<file path="config.mk">
export PLATFORM = sky130hd
export DESIGN_NAME = eic_top
export DESIGN_NICKNAME = d
export VERILOG_FILES = /design/src/hw/eic_pkg.sv /design/src/hw/eic_chan_if.sv /design/src/hw/eic_detect.sv /design/src/hw/eic_top.sv
export SDC_FILE = /design/constraint.sdc
export NUM_CORES = 1
export LEC_CHECK = 0
export ABC_CLOCK_PERIOD_IN_PS = 2400
export BUFFER_PORTS_ARGS = -buffer_cell sky130_fd_sc_hd__buf_4
export CORE_AREA = 5 5 65 67
export CTS_BUF_LIST = sky130_fd_sc_hd__clkbuf_16
export DETAILED_ROUTE_END_ITERATION = 16
export DIE_AREA = 0 0 70 72
export GPL_TIMING_DRIVEN = 0
export PLACE_DENSITY = 0.75
export REMOVE_ABC_BUFFERS = 1
export SETUP_SLACK_MARGIN = 0.5
export SYNTH_ARGS = -nofsm -noshare
export SYNTH_HDL_FRONTEND = slang
export SYNTH_SLANG_ARGS = --single-unit
</file>
<file path="constraint.sdc">
create_clock -name core_clk -period 2.4 [get_ports core_clk]
set_clock_uncertainty 0.2 [all_clocks]
set_input_delay 0.24 -clock core_clk [delete_from_list [all_inputs] [get_ports core_clk]]
set_output_delay 0.24 -clock core_clk [all_outputs]
set_load 0.05 [all_outputs]
</file>
<file path="src/hw/eic_pkg.sv">
// Function
// - Upper two bits of extended priority two read zero, writes ignored.
// - Each priority bit except bit 2 (stored, drives no output): 0 selects low priority, 1 selects high priority.
// - Polarity bit 0 makes an input active low, 1 active high.
// - Edge select bit 1 gives edge detection, 0 gives level detection.
// - Input B pin comes from port 0 pin chosen by config bits 6:4.
// - Input A pin comes from port 0 pin chosen by config bits 2:0.
// - Pins are sampled without disturbing crossbar-assigned peripherals.
// - Pending flags for A and B sit in timer control bits 1 and 3.
// - Edge mode: flag set on active edge, cleared when CPU vectors.
// - Level mode: flag follows input, 1 while active, 0 while inactive.
package eic_pkg;
   localparam logic [7:0] EIC_ADDR_CONFIG = 8'he4;
   localparam logic [7:0] EIC_ADDR_PRIO2 = 8'hf7;
   localparam logic [7:0] EIC_ADDR_TIMER_CONTROL_REG = 8'h88;
   localparam logic [7:0] EIC_CONFIG_RESET = 8'h01;
   localparam logic [7:0] EIC_PRIO2_RESET = 8'h00;
   localparam logic [7:0] EIC_PRIO2_WMASK = 8'h3f;
   localparam int EIC_CH_A = 0;
   localparam int EIC_CH_B = 1;
   localparam int EIC_SEL_A_LSB = 0;
   localparam int EIC_POL_A_BIT = 3;
   localparam int EIC_SEL_B_LSB = 4;
   localparam int EIC_POL_B_BIT = 7;
   localparam int EIC_SEL_W = 3;
   localparam int EIC_EDGE_A_BIT = 0;
   localparam int EIC_PEND_A_BIT = 1;
   localparam int EIC_EDGE_B_BIT = 2;
   localparam int EIC_PEND_B_BIT = 3;
   localparam int EIC_PRIO_VBUS = 0;
   localparam int EIC_PRIO_UART1 = 1;
   localparam int EIC_PRIO_SMBUS1 = 3;
   localparam int EIC_PRIO_TIMER4 = 4;
   localparam int EIC_PRIO_TIMER5 = 5;
endpackage

</file>
<file path="src/hw/eic_chan_if.sv">
interface eic_chan_if;
   logic polarity;
   logic pinLevel;
   logic activeNow;
   logic edgeHit;
   modport ctrl (output polarity, output pinLevel, input activeNow, input edgeHit);
   modport det (input polarity, input pinLevel, output activeNow, output edgeHit);
endinterface

</file>
<file path="src/hw/eic_detect.sv">
module eic_detect (
   input wire logic core_clk,
   input wire logic reset_n,
   eic_chan_if.det chan
);
   logic prevActive_r;
   logic prevActive_nxt;

   // Active level is the pin matched against polarity
   always_comb begin
      chan.activeNow = (chan.pinLevel == chan.polarity);
      chan.edgeHit = chan.activeNow & ~prevActive_r;
      prevActive_nxt = chan.activeNow;
   end

   always_ff @(posedge core_clk or negedge reset_n) begin
      if (!reset_n) begin
         prevActive_r <= 1'b0;
      end else begin
         prevActive_r <= prevActive_nxt;
      end
   end
endmodule

</file>
<file path="src/hw/eic_top.sv">
module eic_top (
   input wire logic core_clk,
   input wire logic reset_n,
   input wire logic [7:0] port0Pins,
   input wire logic [7:0] sfrAddr,
   input wire logic sfrWrite,
   input wire logic sfrRead,
   input wire logic [7:0] sfrWdata,
   output logic [7:0] sfrRdata,
   input wire logic [1:0] vectorAck,
   output logic [1:0] irqPending,
   output logic timer5Priority,
   output logic timer4Priority,
   output logic smbus1Priority,
   output logic uart1Priority,
   output logic vbusLevelPriority
);
   import eic_pkg::*;

   logic [7:0] port0Sync1_r;
   logic [7:0] port0Sync2_r;
   logic [7:0] extIrqConfig_r;
   logic [7:0] extIrqConfig_nxt;
   logic [7:0] extPriorityTwo_r;
   logic [7:0] extPriorityTwo_nxt;
   logic [1:0] edgeSelect_r;
   logic [1:0] edgeSelect_nxt;
   logic [1:0] pending_r;
   logic [1:0] pending_nxt;
   logic [7:0] rdata_r;
   logic [7:0] rdata_nxt;
   logic [1:0] activeV;
   logic [1:0] edgeHitV;
   logic [1:0] polarityV;
   logic [EIC_SEL_W-1:0] pinSel [2];
   logic wrConfig;
   logic wrPrio;
   logic wrTcon;

   assign wrConfig = sfrWrite && (sfrAddr == EIC_ADDR_CONFIG);
   assign wrPrio = sfrWrite && (sfrAddr == EIC_ADDR_PRIO2);
   assign wrTcon = sfrWrite && (sfrAddr == EIC_ADDR_TIMER_CONTROL_REG);

   // Private two-stage sampler: pins are only observed, never driven
   always_ff @(posedge core_clk or negedge reset_n) begin
      if (!reset_n) begin
         port0Sync1_r <= 8'h00;
         port0Sync2_r <= 8'h00;
      end else begin
         port0Sync1_r <= port0Pins;
         port0Sync2_r <= port0Sync1_r;
      end
   end

   assign pinSel[EIC_CH_A] = extIrqConfig_r[EIC_SEL_A_LSB +: EIC_SEL_W];
   assign pinSel[EIC_CH_B] = extIrqConfig_r[EIC_SEL_B_LSB +: EIC_SEL_W];
   assign polarityV[EIC_CH_A] = extIrqConfig_r[EIC_POL_A_BIT];
   assign polarityV[EIC_CH_B] = extIrqConfig_r[EIC_POL_B_BIT];

   generate
      for (genvar i = 0; i < 2; i++) begin : g_chan
         eic_chan_if chan ();
         assign chan.polarity = polarityV[i];
         assign chan.pinLevel = port0Sync2_r[pinSel[i]];
         assign activeV[i] = chan.activeNow;
         assign edgeHitV[i] = chan.edgeHit;
         eic_detect u_detect (
            .core_clk(core_clk),
            .reset_n(reset_n),
            .chan(chan.det)
         );
      end
   endgenerate

   always_comb begin
      extIrqConfig_nxt = wrConfig ? sfrWdata : extIrqConfig_r;
      extPriorityTwo_nxt = wrPrio ? (sfrWdata & EIC_PRIO2_WMASK) : extPriorityTwo_r;
      edgeSelect_nxt = edgeSelect_r;
      if (wrTcon) begin
         edgeSelect_nxt[EIC_CH_A] = sfrWdata[EIC_EDGE_A_BIT];
         edgeSelect_nxt[EIC_CH_B] = sfrWdata[EIC_EDGE_B_BIT];
      end
      for (int i = 0; i < 2; i++) begin
         if (edgeSelect_r[i]) begin
            pending_nxt[i] = pending_r[i];
            if (vectorAck[i]) begin
               pending_nxt[i] = 1'b0;
            end
            if (wrTcon) begin
               pending_nxt[i] = sfrWdata[(i == EIC_CH_A) ? EIC_PEND_A_BIT : EIC_PEND_B_BIT];
            end
            // Set wins over acknowledge or software clear
            if (edgeHitV[i]) begin
               pending_nxt[i] = 1'b1;
            end
         end else begin
            pending_nxt[i] = activeV[i];
         end
      end
      rdata_nxt = 8'h00;
      if (sfrRead) begin
         case (sfrAddr)
            EIC_ADDR_CONFIG: rdata_nxt = extIrqConfig_r;
            EIC_ADDR_PRIO2: rdata_nxt = extPriorityTwo_r;
            EIC_ADDR_TIMER_CONTROL_REG: begin
               rdata_nxt[EIC_EDGE_A_BIT] = edgeSelect_r[EIC_CH_A];
               rdata_nxt[EIC_PEND_A_BIT] = pending_r[EIC_CH_A];
               rdata_nxt[EIC_EDGE_B_BIT] = edgeSelect_r[EIC_CH_B];
               rdata_nxt[EIC_PEND_B_BIT] = pending_r[EIC_CH_B];
            end
            default: rdata_nxt = 8'h00;
         endcase
      end
   end

   always_ff @(posedge core_clk or negedge reset_n) begin
      if (!reset_n) begin
         extIrqConfig_r <= EIC_CONFIG_RESET;
         extPriorityTwo_r <= EIC_PRIO2_RESET;
         edgeSelect_r <= 2'h0;
         pending_r <= 2'h0;
         rdata_r <= 8'h00;
      end else begin
         extIrqConfig_r <= extIrqConfig_nxt;
         extPriorityTwo_r <= extPriorityTwo_nxt;
         edgeSelect_r <= edgeSelect_nxt;
         pending_r <= pending_nxt;
         rdata_r <= rdata_nxt;
      end
   end

   assign sfrRdata = rdata_r;
   assign irqPending = pending_r;
   assign timer5Priority = extPriorityTwo_r[EIC_PRIO_TIMER5];
   assign timer4Priority = extPriorityTwo_r[EIC_PRIO_TIMER4];
   assign smbus1Priority = extPriorityTwo_r[EIC_PRIO_SMBUS1];
   assign uart1Priority = extPriorityTwo_r[EIC_PRIO_UART1];
   assign vbusLevelPriority = extPriorityTwo_r[EIC_PRIO_VBUS];
endmodule

</file>
==> results.env <==
RUN_STATUS='finished, final reports clean'
WORST-SLEW-PIN-TRANSITION_NS=0.623
GP_ROUTABILITY_CONGESTION=0.787
FINAL_MAX_SLEW_VIOL_COUNT=0
DIE_H_UM=72
YOSYS_REGISTER_BITS=44
FRACTION_OF_LAYOUT_INSTANCES_USING_A_DRIVE_STRENGTH_ABOVE_1_PCT=45.3
FINISH.NET_COUNT=210
HOLD_VIOLATIONS=0
YS_SEQ_AREA_SHARE_PCT=63.8
DETAIL_ROUTE.FIRST_PASS.ITERATIONS=4
REPORT.POWER.TOTAL_mW=1.63
FLOORPLAN.CORE_AREA_SQ_MM=0.00358
PORTBUFFERS=44
FIN_CELLS=229
DRT-INITIAL-DRC-COUNT=88
CLOCK_TREE.ROOT_CELL='sky130_fd_sc_hd__clkbuf_16'
GRT_FIRST_PASS_WIRELENGTH_MM=6.21
DIE_AREA_SQ_MM=0.00504
P_LEAK_nW=1.16
SETUP_VIOLATIONS=0
ENDPOINT_KIND='register'
TIMING.REG2REG.WORST_PATH_DEPTH=4
PLACE_AREA_SQ_MM=0.00210
SYN_AREA_SQ_MM=0.00173
GRT_ANTENNA_BEFORE_REPAIR=0
LAYOUT_MIN_CYCLE_TIME_NS=1.90
GRT.TOTAL_USAGE_PCT=16.0
HOLDPATHEND='extPriorityTwo_r[0]'
GRT_OVERFLOW_TOTAL=0
PATH_MAX_FANOUT=3
FINISH.INSTANCE_AREA_SQ_MM=0.00241
CLKLATENCYLATEPIN_NS=0.28
ROUTE.FINAL.WIRE_LENGTH_MM=3.51
FINALCRITPERIODSHARE_PCT=79.0
NUMBER_OF_GLOBAL_ROUTE_VIAS_BEFORE_REPAIR=1312
GRT_SETUP_UNREPAIRED='true'
SYNTH_TOP_AREA_SHARE_PCT=62.3
POST-SYNTH-TOP-AREA-CELL='sky130_fd_sc_hd__dfrtp_1'
MIN-DELAY-PATH-CLASS='primary input to register'
CTS_BUFFERS=5
DRT-WIRELENGTH-PER-CELL_UM=15.3
ANTENNA_VIOLATING_NETS_POST_ROUTE=0
CRITICAL_PATH.STARTPOINT_TYPE='register'
FILLER_CELL_COUNT=267
SETUP_TOTAL_NEGATIVE_SLACK_NS=0
PLACE_WORST_SETUP_SLACK_NS=-0.00230
DIE_WIDTH_UM=70
VIAS_PER_INST=5.18
NUMBER_OF_CELLS_IN_THE_DESIGN_AFTER_PLACEMENT=204
WORST-R2R-SETUP-SLACK_NS=0.50
WORSTREG2REGSTART='extIrqConfig_r[0]'
TOP_LEVEL_PORTS=45
HOLDCRITSTARTPOINT='sfrWdata[0]'
SYNTHDISTINCTLIBCELLS=27
NUM_VIAS=1186
TIMING_WORST_SETUP_PATH_TYPE='register to register'
SYNTH-WARNING-COUNT=0
TIMING.FMAX_MHz=527
POST_SYNTH.CELL_AREA_AVG_SQ_UM=15.0
UTILIZATION_PCT=67.4
CP_DATA_REQUIRED_TIME_NS=2.42
SYNTHTOPCELLSBYAREA='sky130_fd_sc_hd__dfrtp_1, sky130_fd_sc_hd__mux2_2, sky130_fd_sc_hd__mux4_2'
TRITONCTS='built'
DRT_DRC_VIOLATIONS_LEFT=0
WORST-ENDPOINT-ARRIVAL_NS=1.92
CAP_VIOL_MAX_COUNT=0
SINK_COUNT=44
CTS_HTREE_LEVELS=2
FLOORPLAN.ROWS=22
MAX_SLEW_MARGIN_PCT=58.2
HOLDWS_NS=0.0136
INITIAL_UTILIZATION_PCT=48.3
R2R_END='irqPending[0]'
IRDROPWORSTVDD_V=0.000461
POWER_DENSITY_mW_PER_MM2=674
AREA.GROWTH.SYNTH_TO_FINAL_PCT=39.7
MIN_PATH_CELLS=2
SYN-INSTANCE-COUNT=115
FIN_WS_NS=0.503
CLOCK_TREE.BUFFER_DEPTH=2
DETAILEDPLACEMENTHPWL_MM=2.48
NUM_ANTENNA_CELLS=0
CLKTRANSATPATHREGS_NS=0.06
GRT_START_MAX_NET_PINS=45
## synth_stat cells
cell                        number
sky130_fd_sc_hd__dfrtp_1        43
sky130_fd_sc_hd__mux2_2         16
sky130_fd_sc_hd__nor2_1          7
sky130_fd_sc_hd__a22o_1          6
sky130_fd_sc_hd__a22oi_1         6
sky130_fd_sc_hd__mux4_2          4
sky130_fd_sc_hd__nor3_1          4
sky130_fd_sc_hd__inv_1           3
sky130_fd_sc_hd__nand2_1         3
sky130_fd_sc_hd__clkbuf_1        2
sky130_fd_sc_hd__mux2_4          2
sky130_fd_sc_hd__mux2i_1         2
sky130_fd_sc_hd__nand3_1         2
sky130_fd_sc_hd__nor2b_1         2
sky130_fd_sc_hd__and2_1          1
sky130_fd_sc_hd__and3_1          1
sky130_fd_sc_hd__and4b_1         1
sky130_fd_sc_hd__buf_6           1
sky130_fd_sc_hd__dfstp_2         1
sky130_fd_sc_hd__nand4bb_1       1
sky130_fd_sc_hd__o211a_1         1
sky130_fd_sc_hd__o21ai_0         1
sky130_fd_sc_hd__or3_4           1
sky130_fd_sc_hd__or4_1           1
sky130_fd_sc_hd__or4_4           1
sky130_fd_sc_hd__xnor2_1         1
sky130_fd_sc_hd__xor2_1          1
## kinds of logic (layout without fill, tap and decap cells)
kind of cell    Yosys count  in the layout  share of synthesized area, %
flops                    44             44                          63.8
simple gates             25             25                          8.33
mux                      24             24                          18.6
compound gates           14             14                          6.52
buf+inv                   6             72                          1.74
xor+xnor                  2              2                          1.01
## power by group
group / leakage (nW) / total (mW) / switching, mW / internal [mW]
clock: 0.0687 / 0.629 / 0.252 / 0.377
combinational: 0.525 / 0.194 / 0.0923 / 0.101
sequential: 0.562 / 0.803 / 0.0230 / 0.780
## registers in the layout (all words and copies together) (netlist names)
signal and count:
edgeSelect_r 2, extIrqConfig_r 8, extPriorityTwo_r 6, g_chan.u_detect.prevActive_r 2, irqPending 2, port0Sync1_r 8
port0Sync2_r 8, sfrRdata 8
## layout by cell type, fill, tap and decap left out, types with 2 or more instances in the layout
master	synthesis	layout
sky130_fd_sc_hd__inv_1	3	4
sky130_fd_sc_hd__nor2_1	7	7
sky130_fd_sc_hd__dfrtp_1	43	43
sky130_fd_sc_hd__buf_4	0	48
sky130_fd_sc_hd__a22oi_1	6	6
sky130_fd_sc_hd__mux2_4	2	2
sky130_fd_sc_hd__mux4_2	4	4
sky130_fd_sc_hd__a22o_1	6	6
sky130_fd_sc_hd__mux2_2	16	16
sky130_fd_sc_hd__clkbuf_16	0	5
sky130_fd_sc_hd__dlygate4sd3_1	0	13
sky130_fd_sc_hd__nor3_1	4	3
sky130_fd_sc_hd__nand2_1	3	3
sky130_fd_sc_hd__nor2b_1	2	2
## critical path: stages (launching register included)
cell and delay [ns]:
sky130_fd_sc_hd__dfstp_2 0.57, sky130_fd_sc_hd__mux4_2 0.51, sky130_fd_sc_hd__mux2i_2 0.19, sky130_fd_sc_hd__xor2_1 0.22, sky130_fd_sc_hd__a22o_1 0.15
## area by class of cell
| cell class | instances | area, sq um | area share, % |
|---|---|---|---|
| Tap cell | 48 | 60.1 | 2.49 |
| Sequential cell | 44 | 1100 | 45.7 |
| Timing Repair Buffer | 61 | 490 | 20.3 |
| Clock inverter | 3 | 15.0 | 0.622 |
| Multi-Input combinational cell | 65 | 608 | 25.2 |
| Inverter | 3 | 11.3 | 0.467 |
| Clock buffer | 5 | 125 | 5.19 |
## worst max-delay path by stage
stage	startpoint	to	slack (ns)	cells past startpoint
2_1_floorplan	sfrAddr[1]	irqPending[0]	0.41	4
3_3_place_gp	sfrAddr[1]	extIrqConfig_r[1]	0.005	4
3_5_place_dp	sfrAddr[1]	extIrqConfig_r[1]	-0.002	4
4_1_cts	extIrqConfig_r[0]	irqPending[0]	0.48	4
5_1_grt	extIrqConfig_r[0]	irqPending[0]	0.43	4
6_report	extIrqConfig_r[0]	irqPending[0]	0.50	4
## per-layer routing
metal | share of wire, % | global-route usage [%] | routed length, um
met5 | 0 | 0 | 0
met4 | 1.2 | 6.60 | 42
met3 | 6.8 | 5.82 | 240
met2 | 53 | 27.8 | 1880
met1 | 38 | 18.0 | 1350
## repair_timing
action	CTS	global route
pin swaps	1	5
setup endpoints to repair	9	10
gates resized for setup	2	1
buffers inserted	2	2
hold buffers	13	0
endpoints found under the hold margin	55	0
Power figures use the tool's default switching activity.
